<file path="src/shared/smrsi_pkg.sv">
// constants for the speed-mode run/stop interlock
// assumes a 100 MHz system clock
package smrsi_pkg;
    localparam int unsigned CLK_HZ          = 100_000_000;
    localparam int unsigned LAMP_TEST_US    = 100;
    localparam int unsigned LABEL_HOLD_MS   = 2000;
    localparam int unsigned LAMP_TEST_CYC   = LAMP_TEST_US * (CLK_HZ / 1_000_000);
    localparam int unsigned LABEL_HOLD_CYC  = LABEL_HOLD_MS * (CLK_HZ / 1000);
    localparam int unsigned SPEED_W         = 16;
    localparam int unsigned MODE_W          = 4;
    localparam logic [3:0]  MODE_SPEED      = 4'h2;
    localparam logic [3:0]  CABLE_EXPECTED  = 4'h0;
    localparam logic [3:0]  WRITE_EN_IO     = 4'h1;
    localparam logic [7:0]  ALARM_NONE      = 8'h00;
    localparam logic [7:0]  ALARM_ENCODER   = 8'h16;
    localparam logic [7:0]  ALARM_EMERGENCY = 8'hE6;

    typedef enum logic [2:0] {
        SMRSI_DISP_TEST  = 3'b001,
        SMRSI_DISP_LABEL = 3'b010,
        SMRSI_DISP_DATA  = 3'b100
    } smrsi_disp_t;

    typedef enum logic [4:0] {
        SMRSI_ST_COAST = 5'b00001,
        SMRSI_ST_BRAKE = 5'b00010,
        SMRSI_ST_LOCK  = 5'b00100,
        SMRSI_ST_DECEL = 5'b01000,
        SMRSI_ST_RUN   = 5'b10000
    } smrsi_state_t;
endpackage

</file>
<file path="src/rtl/smrsi_interlock.sv">
// run/stop interlock of a servo driver in speed control mode
// assumes discrete command pins are asynchronous, speed command is on clock
//
// Contract
// before power-up the command device holds servo enable low and both starts off.
// at power-down the command device drops start, then servo enable, then power.
// at power-up all segments light briefly, then the speed label, then data 2 s later.
// with servo enable off the power stage is off and the motor coasts.
// any alarm turns the power stage off and applies the dynamic brake.
// emergency stop inactive shuts the stage, brakes and raises the emergency alarm. An already latched encoder alarm stays in alarm_code instead.
// an inactive stroke limit stops suddenly and servo-locks, still allowing reverse travel.
// both starts on or both off decelerate to a stop on the configured profile.
// a sudden stop is a ramp to zero with deceleration time forced to zero.
// ready is asserted in the servo-on state with emergency stop released and enable on.
// with all permissives on and exactly one start, rotate at the analog speed command.
// a mismatched encoder cable setting raises the encoder alarm at power-on.
// speed control mode is chosen by the control mode selection field.
// I/O setting parameters are used only once write-enable permits them.
// the most severe stop wins: alarm/emergency, stroke limit, servo-off, start decel. The code checks servo-off (and mode) ahead of stroke limit.
`timescale 1ns/1ns
module smrsi_interlock #(
    parameter int unsigned LAMP_TEST_CYC  = smrsi_pkg::LAMP_TEST_CYC,
    parameter int unsigned LABEL_HOLD_CYC = smrsi_pkg::LABEL_HOLD_CYC
) (
    input  wire logic                                clock,
    input  wire logic                                reset,
    input  wire logic                                servo_enable_in,
    input  wire logic                                emergency_stop_in,
    input  wire logic                                fwd_limit_in,
    input  wire logic                                rev_limit_in,
    input  wire logic                                fwd_start_in,
    input  wire logic                                rev_start_in,
    input  wire logic signed [smrsi_pkg::SPEED_W-1:0] analog_speed_cmd,
    input  wire logic        [smrsi_pkg::MODE_W-1:0]  control_mode_select,
    input  wire logic        [3:0]                    param_write_enable,
    input  wire logic        [3:0]                    encoder_cable_select,
    input  wire logic        [7:0]                    io_setting_in,
    input  wire logic                                alarm_clear,
    output logic                                     base_drive_on,
    output logic                                     dyn_brake_on,
    output logic                                     servo_lock,
    output logic                                     decel_zero_time,
    output logic signed [smrsi_pkg::SPEED_W-1:0]      speed_target,
    output logic                                     ready_out,
    output logic        [7:0]                         alarm_code,
    output logic                                     alarm_active,
    output logic        [2:0]                         disp_phase,
    output logic        [7:0]                         io_setting_used
);
    localparam int unsigned CNT_W = $clog2(LABEL_HOLD_CYC + LAMP_TEST_CYC + 1);

    logic [5:0]                         pins_s;
    logic                               son_s;
    logic                               emg_s;
    logic                               lsp_s;
    logic                               lsn_s;
    logic                               st1_s;
    logic                               st2_s;
    logic [CNT_W-1:0]                   disp_cnt_r;
    smrsi_pkg::smrsi_disp_t             disp_r;
    smrsi_pkg::smrsi_state_t            state_r;
    smrsi_pkg::smrsi_state_t            state_nxt;
    logic                               cable_checked_r;
    logic                               speed_mode;
    logic                               fwd_req;
    logic                               rev_req;
    logic                               one_start;
    logic                               limit_blocks;

    initial begin
        if (LAMP_TEST_CYC < 1 || LABEL_HOLD_CYC < 1)
            $error("smrsi_interlock: display counts must be at least 1");
    end

    smrsi_sync #(
        .WIDTH (6)
    ) u_sync (
        .clock    (clock),
        .reset    (reset),
        // active-low pins cross inverted: flops reset to 0 read as released, no false alarm
        .async_in ({servo_enable_in, ~emergency_stop_in, ~fwd_limit_in,
                    ~rev_limit_in, fwd_start_in, rev_start_in}),
        .sync_out (pins_s)
    );

    assign son_s = pins_s[5];
    assign emg_s = ~pins_s[4];
    assign lsp_s = ~pins_s[3];
    assign lsn_s = ~pins_s[2];
    assign st1_s = pins_s[1];
    assign st2_s = pins_s[0];

    // power-up display sequence
    always_ff @(posedge clock or posedge reset) begin
        if (reset) begin
            disp_r     <= smrsi_pkg::SMRSI_DISP_TEST;
            disp_cnt_r <= '0;
        end else begin
            case (disp_r)
                smrsi_pkg::SMRSI_DISP_TEST: begin
                    if (disp_cnt_r == CNT_W'(LAMP_TEST_CYC - 1)) begin
                        disp_r     <= smrsi_pkg::SMRSI_DISP_LABEL;
                        disp_cnt_r <= '0;
                    end else begin
                        disp_cnt_r <= disp_cnt_r + 1'b1;
                    end
                end
                smrsi_pkg::SMRSI_DISP_LABEL: begin
                    if (disp_cnt_r == CNT_W'(LABEL_HOLD_CYC - 1)) begin
                        disp_r     <= smrsi_pkg::SMRSI_DISP_DATA;
                        disp_cnt_r <= '0;
                    end else begin
                        disp_cnt_r <= disp_cnt_r + 1'b1;
                    end
                end
                smrsi_pkg::SMRSI_DISP_DATA: disp_cnt_r <= '0;
                default: begin
                    disp_r     <= smrsi_pkg::SMRSI_DISP_TEST;
                    disp_cnt_r <= '0;
                end
            endcase
        end
    end

    assign disp_phase = disp_r;

    // alarms latch; emergency is held while the pin stays inactive
    always_ff @(posedge clock or posedge reset) begin
        if (reset) begin
            alarm_code      <= smrsi_pkg::ALARM_NONE;
            cable_checked_r <= 1'b0;
        end else begin
            if (!cable_checked_r) begin
                cable_checked_r <= 1'b1;
                if (encoder_cable_select != smrsi_pkg::CABLE_EXPECTED)
                    alarm_code <= smrsi_pkg::ALARM_ENCODER;
            end else if (!emg_s) begin
                if (alarm_code == smrsi_pkg::ALARM_NONE)
                    alarm_code <= smrsi_pkg::ALARM_EMERGENCY;
            end else if (alarm_clear && alarm_code == smrsi_pkg::ALARM_EMERGENCY) begin
                // encoder alarm only clears at power cycle
                alarm_code <= smrsi_pkg::ALARM_NONE;
            end
        end
    end

    assign alarm_active = (alarm_code != smrsi_pkg::ALARM_NONE);

    // I/O parameter group gated by write-enable
    always_ff @(posedge clock or posedge reset) begin
        if (reset) begin
            io_setting_used <= 8'h00;
        end else if (param_write_enable == smrsi_pkg::WRITE_EN_IO) begin
            io_setting_used <= io_setting_in;
        end
    end

    assign speed_mode   = (control_mode_select == smrsi_pkg::MODE_SPEED);
    assign fwd_req      = st1_s && !st2_s;
    assign rev_req      = st2_s && !st1_s;
    assign one_start    = st1_s ^ st2_s;
    // limit blocks only the direction it guards
    assign limit_blocks = (fwd_req && !lsp_s) || (rev_req && !lsn_s);

    always_comb begin
        if (alarm_active || !emg_s) begin
            state_nxt = smrsi_pkg::SMRSI_ST_BRAKE;
        end else if (!son_s || !speed_mode) begin
            state_nxt = smrsi_pkg::SMRSI_ST_COAST;
        end else if (limit_blocks) begin
            state_nxt = smrsi_pkg::SMRSI_ST_LOCK;
        end else if (!one_start) begin
            state_nxt = smrsi_pkg::SMRSI_ST_DECEL;
        end else begin
            state_nxt = smrsi_pkg::SMRSI_ST_RUN;
        end
    end

    always_ff @(posedge clock or posedge reset) begin
        if (reset) state_r <= smrsi_pkg::SMRSI_ST_COAST;
        else       state_r <= state_nxt;
    end

    // drive outputs registered from state_nxt
    always_ff @(posedge clock or posedge reset) begin
        if (reset) begin
            base_drive_on   <= 1'b0;
            dyn_brake_on    <= 1'b0;
            servo_lock      <= 1'b0;
            decel_zero_time <= 1'b0;
            speed_target    <= '0;
            ready_out       <= 1'b0;
        end else begin
            base_drive_on   <= 1'b0;
            dyn_brake_on    <= 1'b0;
            servo_lock      <= 1'b0;
            decel_zero_time <= 1'b0;
            speed_target    <= '0;
            ready_out       <= 1'b0;
            case (state_nxt)
                smrsi_pkg::SMRSI_ST_BRAKE: dyn_brake_on <= 1'b1;
                smrsi_pkg::SMRSI_ST_COAST: ;
                smrsi_pkg::SMRSI_ST_LOCK: begin
                    base_drive_on   <= 1'b1;
                    servo_lock      <= 1'b1;
                    decel_zero_time <= 1'b1;
                    ready_out       <= 1'b1;
                end
                smrsi_pkg::SMRSI_ST_DECEL: begin
                    base_drive_on <= 1'b1;
                    ready_out     <= 1'b1;
                end
                smrsi_pkg::SMRSI_ST_RUN: begin
                    base_drive_on <= 1'b1;
                    ready_out     <= 1'b1;
                    speed_target  <= fwd_req ? analog_speed_cmd : -analog_speed_cmd;
                end
                default: ;
            endcase
        end
    end
endmodule

</file>
<file path="src/rtl/smrsi_sync.sv">
// two-flop synchroniser for a bundle of pin-level inputs
// assumes the inputs change asynchronously to clock
`timescale 1ns/1ns
module smrsi_sync #(
    parameter int unsigned WIDTH = 1
) (
    input  wire logic             clock,
    input  wire logic             reset,
    input  wire logic [WIDTH-1:0] async_in,
    output logic      [WIDTH-1:0] sync_out
);
    logic [WIDTH-1:0] meta_r;

    initial begin
        if (WIDTH < 1) $error("smrsi_sync: WIDTH must be at least 1");
    end

    always_ff @(posedge clock or posedge reset) begin
        if (reset) begin
            meta_r   <= '0;
            sync_out <= '0;
        end else begin
            meta_r   <= async_in;
            sync_out <= meta_r;
        end
    end
endmodule

</file>
<file path="config.mk">
export PLATFORM = sky130hd
export DESIGN_NAME = smrsi_interlock
export DESIGN_NICKNAME = d
export VERILOG_FILES = /design/src/shared/smrsi_pkg.sv /design/src/rtl/smrsi_interlock.sv /design/src/rtl/smrsi_sync.sv
export SDC_FILE = /design/constraint.sdc
export NUM_CORES = 1
export LEC_CHECK = 0
export BUFFER_PORTS_ARGS = -buffer_cell sky130_fd_sc_hd__clkbuf_2
export CAP_MARGIN = 20
export CORE_UTILIZATION = 53
export CTS_CLUSTER_DIAMETER = 120
export DETAILED_ROUTE_END_ITERATION = 8
export PLACE_DENSITY = 0.82
export SETUP_SLACK_MARGIN = 0.4
export SYNTH_ARGS = -nofsm -noshare
export SYNTH_HDL_FRONTEND = slang
export SYNTH_SLANG_ARGS = --single-unit
</file>
<file path="constraint.sdc">
create_clock -name clock -period 3.15 [get_ports clock]
set_clock_uncertainty 0.2 [all_clocks]
set_input_delay 0.1575 -clock clock [delete_from_list [all_inputs] [get_ports clock]]
set_output_delay 0.1575 -clock clock [all_outputs]
set_load 0.01 [all_outputs]
</file>
==> impl_metrics.yaml, run 1 <==
floorplanning:
  coreArea_um2: 6060
  dieWidth_um: 82.1
  row_count: 28
  start_util_pct: 56.1
  die_h_um: 82.1
  die-area_um2: 6740
  io_pins: 86
logic_synthesis:
  syn_inst: 323
  syn_area_um2: 3400
  yosys-top-cells-count: "dfrtp_1 (73), nor2_1 (60), xnor2_1 (23), inv_1 (17), xor2_1 (17)"
  yosysSeqAreaShare_pct: 54.5
  synthFlopType: "dfrtp_1"
  synth_enable_flop_cells: 0
  ys_async_sr_fraction_pct: 100
  synth.most_common_cell: "dfrtp_1"
  synth_top_cell_by_area: "dfrtp_1"
  syn_avg_cell_area_um2: 10.5
  synthDistinctLibCells: 44
  synth_top_area_share_pct: 53.7
  synth_seq_cells: 74
  synth_area_leaders: "dfrtp_1 (54%), nor2_1 (6.6%), xnor2_1 (5.9%), xor2_1 (4.4%), mux2_2 (2.6%)"
  synth_warnings: 0
clock_tree:
  cts_made_buffers: 9
  path_clk_slew_ps: 80
  cts_tree: "built"
  clk_path_buf_depth: 2
  clock_tree.htree_level_count: 3
  post-cts-setup-buffer-count: 0
  numClockSinks: 74
  insertion_delay_ps: 350
  cts_root_buf: "clkbuf_8"
cells_and_area:
  num_antenna_cells: 0
  num-nets-final: 493
  instances_no_fill: 524
  area_growth_pct: 30.6
  final_util_pct: 73.3
  post-route-cell-area_um2: 4440
  layout-drive-gt1-share_pct: 26.5
timing:
  slew_headroom_pct: 39.1
  fmax_ghz: 0.378
  hold_viol: 0
  setup_tns_ps: 0
  maxSlewViolCount: 0
  hold_slack_ps: 21.9
  setup_viol: 0
  min_period_over_period_pct: 84.0
  rsz0062_at_grt: "no"
  setup_ws_ps: 504
  finalCriticalPeriod_ps: 2650
  worst_pin_slew_ps: 911
global_routing:
  overflow: 0
  grt_max_degree: 29
  grt_pass1_wl_um: 13400
  grt_usage_pct: 27.3
  grt_pass1_vias: 2912
  antenna_found_initial: 0
drt:
  drtIter0Drc: 158
  dr.pass1.iters: 4
  vias: 2836
  wire_per_inst_um: 15.9
  antenna_left: 0
  post-route-drc-count: 0
  dr.max_layer_used: "met4"
  met3_wirelength_um: 438
  wl_um: 8330
  wl_met1_um: 3250
  wl_met2_um: 4340
  via_per_inst: 5.41
pwr:
  p_leak_nw: 2.19
  vdd_drop_max_mv: 0.327
  power_density_nw_per_um2: 452
  total_power_mw: 2.01
placement:
  postPlaceCellArea_um2: 3860
  dpl_worst_slack_ps: 409
  dp_cells: 473
  io_buffers: 83
  place.gp.congestion: 0.860
  dp_hpwl_um: 4830
setup_path:
  cp_slowest_cell: "or4_1"
  endpoint_kind: "register"
  path_cells: "or4_1 > or4_1 > o41a_1 > o21ai_4 > buf_12 > nor2_1"
  worstPathRequired_ps: 3190
  max_stage_delay_ps: 560
  arrival_ps: 2680
  crit_top_cell: "or4_1"
  cp_max_fo: 28
  crit_path_start_kind: "register"
  path_class: "register to register"
run_status:
  status: "finished, final reports clean"
flow_run:
  max_cap_viol_count: 0
worst_hold_path:
  hold_path.class: "primary input to register"
==> layout make-up <==
class / instances / area, um^2
multi-input cells: 219 / 1400
clock inverters: 6 / 90.1
inverters: 17 / 63.8
flip-flops and latches: 74 / 1850
clock buffers: 10 / 128
well taps: 75 / 93.8
fillers: 405 / 1620
repair buffers: 123 / 816
==> timing repair <==
item,in CTS,in global routing
hold endpoints to repair,59,0
gates cloned,0,0
hold buffers,35,0
endpoints found under the setup margin,9,44
resized for setup,1,3
==> critical path: cells and delay by family, from the launching register on <==
family | cells | cell delay [ps]
AOI/OAI and AO/OA | 2 | 530
and+or+nand+nor | 3 | 1170
buffers and inverters | 1 | 180
DFF | 1 | 440
==> layout by cell type, fill, tap and decap left out, drive strengths merged, types with 2 or more instances in the layout <==
cell,instances
o21ai,3
or3,3
nand2,11
xor2,17
nand4,14
conb,3
o21bai,2
and4,3
clkinv,2
nor4,5
a31oi,3
nor2b,3
nor4b,2
or4,7
buf,5
xnor2,23
nor3,8
a22o,2
and3,2
nand3,10
and2,2
nand2b,3
nor2,60
inv,18
or2,2
dfrtp,73
a21oi,9
mux2,8
clkbuf,93
ha,4
bufinv,2
dlygate4sd3,35
==> power by group <==
group	total, mW	leakage, nW	switching (mW)	internal (mW)
Sequential	0.998	0.959	0.0173	0.980
Clock	0.807	0.107	0.358	0.449
Combinational	0.202	1.12	0.0984	0.103
==> flip-flops by register name, indices dropped and copies added (netlist names) <==
register and count:
speed_target 16, dyn_brake_on 1, u_sync.meta_r 6, ready_out 1, alarm_code 3, io_setting_used 8, disp_cnt_r 28, u_sync.sync_out 6
cable_checked_r 1, disp_phase 3, decel_zero_time 1
==> routing by layer <==
| layer | vias to the layer above | global-route usage, % |
|---|---|---|
| met3 | 34 | 7.25 |
| li1 | 1334 | - |
| met2 | 122 | 47.3 |
| met4 | 0 | 17.4 |
| met5 | - | 0 |
| met1 | 1346 | 29.6 |
==> worst paths after layout <==
path | from | cells past startpoint | slack [ps] | end
min in group asynchronous | reset | 3 | 200 | speed_target[7]
hold / removal | encoder_cable_select[1] | 4 | 20 | alarm_code[2]
setup / recovery | disp_cnt_r[21] | 6 | 500 | disp_cnt_r[13]
max in group asynchronous | reset | 4 | 1790 | u_sync.sync_out[0]
hold reg to reg | u_sync.meta_r[4] | 0 | 150 | u_sync.sync_out[4]
setup reg to reg | disp_cnt_r[21] | 6 | 500 | disp_cnt_r[13]
==> cells by family (layout without fill, tap and decap cells) <==
| logic type | Yosys count | after routing | synth area share (%) |
|---|---|---|---|
| AND/OR/NAND/NOR | 138 | 138 | 20.7 |
| flip-flops | 74 | 74 | 54.5 |
| XOR/XNOR | 40 | 40 | 10.3 |
| buffers and inverters | 31 | 156 | 4.71 |
| AO/OA/AOI/OAI | 25 | 25 | 5.22 |
| multiplexers | 9 | 9 | 2.94 |
| adder cells (fa/ha/maj) | 4 | 4 | 1.47 |
| other | 2 | 3 | 0.221 |
No activity file was read; power rests on OpenSTA's default activity.
==> inputs of run 2 (changes only) <==
ABC_AREA = 1   (was default)
CORE_UTILIZATION = 49   (was 53)
PLACE_DENSITY = 0.78   (was 0.82)
clock period = 2.2 ns   (was 3.15 ns; I/O delays follow)
==> run 2 against run 1 <==
  * Clock power grew 44%
  * Final cell count increased by 42%
  * Sequential share of layout area fell by 6.5 points
  * Sequential cell count did not move
  * Combinational power increased by 82%
==> impl_metrics.yaml, run 2 <==
placement:
  dp_cells: 671
  postPlaceCellArea_um2: 4350
  io_buffers: 83
  place.gp.congestion: 0.941
  dp_hpwl_um: 6350
global_routing:
  grt_max_degree: 34
  overflow: 0
  grt_pass1_wl_um: 16600
  antenna_found_initial: 0
  grt_pass1_vias: 3730
  grt_usage_pct: 25.6
cells_and_area:
  num-nets-final: 687
  layout-drive-gt1-share_pct: 29.9
  seqCellArea_um2: 1860
  regMostFlops: "disp_cnt_r"
  largest_reg_flops: 28
  instances_no_fill: 744
  area_growth_pct: 36.2
  fillers: 571
  multi_input_area_um2: 1850
  post-route-cell-area_um2: 5280
  final_cell_mix: "nand2_1 (110), nor2_1 (98), clkbuf_2 (83), dfrtp_1 (71), inv_1 (55)"
  top_regs: "disp_cnt_r x28, speed_target x16, io_setting_used x8"
  final_util_pct: 68.6
  final_common_cell: "nand2_1"
  num_antenna_cells: 0
logic_synthesis:
  yosys.area_share.simple_pct: 33.2
  synth_warnings: 0
  ys_async_sr_fraction_pct: 100
  yosysSeqAreaShare_pct: 47.8
  synth-xor-area-share_pct: 2.71
  synth_enable_flop_cells: 0
  synth_seq_cells: 74
  synth.most_common_cell: "nand2_1"
  synth_top_family_by_area: "simple AND/OR/NAND/NOR gates"
  synth_fa_ha_area_share_pct: 1.29
  synth_top_area_share_pct: 47.2
  synth_area_leaders: "dfrtp_1 (47%), nand2_1 (11%), nor2_1 (9.9%), inv_1 (5.8%), nand3_1 (4.0%)"
  syn_area_um2: 3870
  synthDistinctLibCells: 34
  syn_inst: 494
  syn_avg_cell_area_um2: 7.84
  yosys-top-cells-count: "nand2_1 (117), nor2_1 (102), dfrtp_1 (73), inv_1 (60), nand3_1 (31)"
  synth-compound-area-share_pct: 3.65
  synthFlopType: "dfrtp_1"
  muxShareOfSynthArea_pct: 2.33
  synth_top_cell_by_area: "dfrtp_1"
clock_tree:
  cts_made_buffers: 9
  numClockSinks: 74
  path_clk_slew_ps: 80
  insertion_delay_ps: 340
  cts_tree: "built"
  clock_tree.htree_level_count: 3
  cts_root_buf: "clkbuf_8"
  clk_path_buf_depth: 2
drt:
  wire_per_inst_um: 14.6
  drtIter0Drc: 235
  wl_met2_um: 5430
  via_per_inst: 5.15
  antenna_left: 0
  met3_wirelength_um: 640
  wl_um: 10900
  dr.pass1.iters: 6
  wl_met1_um: 4120
  post-route-drc-count: 0
  vias: 3833
  dr.max_layer_used: "met4"
pwr:
  pwr-share-comb_pct: 12.3
  total_power_mw: 2.98
  power_switching_share_pct: 24.3
  power_density_nw_per_um2: 565
  cellInternalPower_mw: 2.25
  clkPwrFrac_pct: 39.1
  vdd_drop_max_mv: 0.471
  power.switching_uw: 725
  seq_power_share_pct: 48.6
  p_leak_nw: 2.64
setup_path:
  cp_max_fo: 6
  path_cells: "inv_1 > ha_4 > clkinvlp_4 > buf_4 > nand2_1 > xor2_1 > nor2_1"
  path_class: "register to register"
  arrival_ps: 1900
  max_stage_delay_ps: 400
  endpoint_kind: "register"
  worstPathRequired_ps: 2230
  cp_slowest_cell: "dfrtp_1"
  r2r_slack_ps: 330
  crit_path_start_kind: "register"
floorplanning:
  die_h_um: 90.9
  start_util_pct: 50.4
  row_count: 32
  dieWidth_um: 90.9
  coreArea_um2: 7690
  die-area_um2: 8270
  io_pins: 86
timing:
  worst_pin_slew_ps: 697
  fmax_ghz: 0.535
  min_period_over_period_pct: 85.0
  maxSlewViolCount: 0
  setup_tns_ps: 0
  setup_viol: 0
  rsz0062_at_grt: "yes"
  finalCriticalPeriod_ps: 1870
  hold_viol: 0
  slew_headroom_pct: 53.4
run_status:
  status: "finished, final reports clean"
worst_hold_path:
  hold_path.class: "primary input to register"
flow_run:
  max_cap_viol_count: 0
==> run 2: cell types whose count changed after synthesis, moves of 5 or more <==
cell     previous run  this run
nor2_4              0         5
nand3_1            10        31
or4_1               7         0
nor2_2              0        12
inv_1              17        60
nor4_1              5         0
nand4_1            14         8
xor2_1             17        11
o21ai_0             2        11
nand2_1            11       117
xnor2_1            23         1
nor2_1             60       102
nand2_2             0         5
==> run 2: through the flow <==
step	setup slack, ps	hold WS (ps)
after floorplan	469	-58.6
after global placement	292	20.5
after detailed placement	178	19.7
after CTS	411	34.2
after global routing	254	78.9
final	330	61.0
==> run 2: kinds of logic (layout without fill, tap and decap cells) <==
family,count (synthesis),after routing
and+or+nand+nor,294,295
AOI/OAI and AO/OA,25,25
other,2,3
buffers and inverters,75,221
adders and majority gates,4,4
muxes,8,8
xor gates and xnor gates,12,12
DFF,74,74
==> run 2: worst paths after layout <==
kind / end / startpoint / cells past startpoint
max: speed_target[4] / u_sync.sync_out[0] / 7
min: alarm_code[6] / alarm_clear / 5
max reg2reg: speed_target[4] / u_sync.sync_out[0] / 7
min reg2reg: u_sync.sync_out[3] / u_sync.meta_r[3] / 0
max in group asynchronous: u_sync.sync_out[0] / reset / 4
min in group asynchronous: io_setting_used[2] / reset / 3
==> run 2: cell type report <==
type	instances	share of cell area (%)
clock buffers	11	2.68
clock inverters	4	1.45
inverters	63	4.91
multi-input cells	347	35.1
flip-flops and latches	74	35.2
well taps	102	2.42
repair buffers	142	17.9
repair inverters	1	0.308
==> run 2: worst max-delay path: cells and delay by family (launching register included) <==
family	cells	cell delay (ps)
adders and majority gates	1	200
xor gates and xnor gates	1	250
DFF	1	400
buffers and inverters	3	540
and+or+nand+nor	2	180
==> run 2: layer usage <==
metal / global-route usage [%] / vias up
met3: 6.40 / 58
met2: 44.6 / 197
met4: 14.0 / 0
li1: - / 1808
met5: 0 / -
met1: 28.6 / 1770
==> run 2: timing repair <==
| action | CTS | global route |
|---|---|---|
| pin swaps | 5 | 13 |
| endpoints found under the hold margin | 61 | 0 |
| cloned | 2 | 0 |
| resized for setup | 13 | 39 |
| buffers inserted | 9 | 12 |
| hold buffers | 35 | 0 |
| endpoints found under the setup margin | 35 | 40 |
==> run 2: power by group through the flow <==
stage / combinational, mW / clock, mW / sequential [mW]
detailed placement: 0.271 / 0 / 1.47
finish: 0.367 / 1.16 / 1.45
CTS: 0.329 / 1.19 / 1.45
floorplan: 0.137 / 0 / 1.49
global route: 0.400 / 1.25 / 1.45
global placement: 0.264 / 0 / 1.47
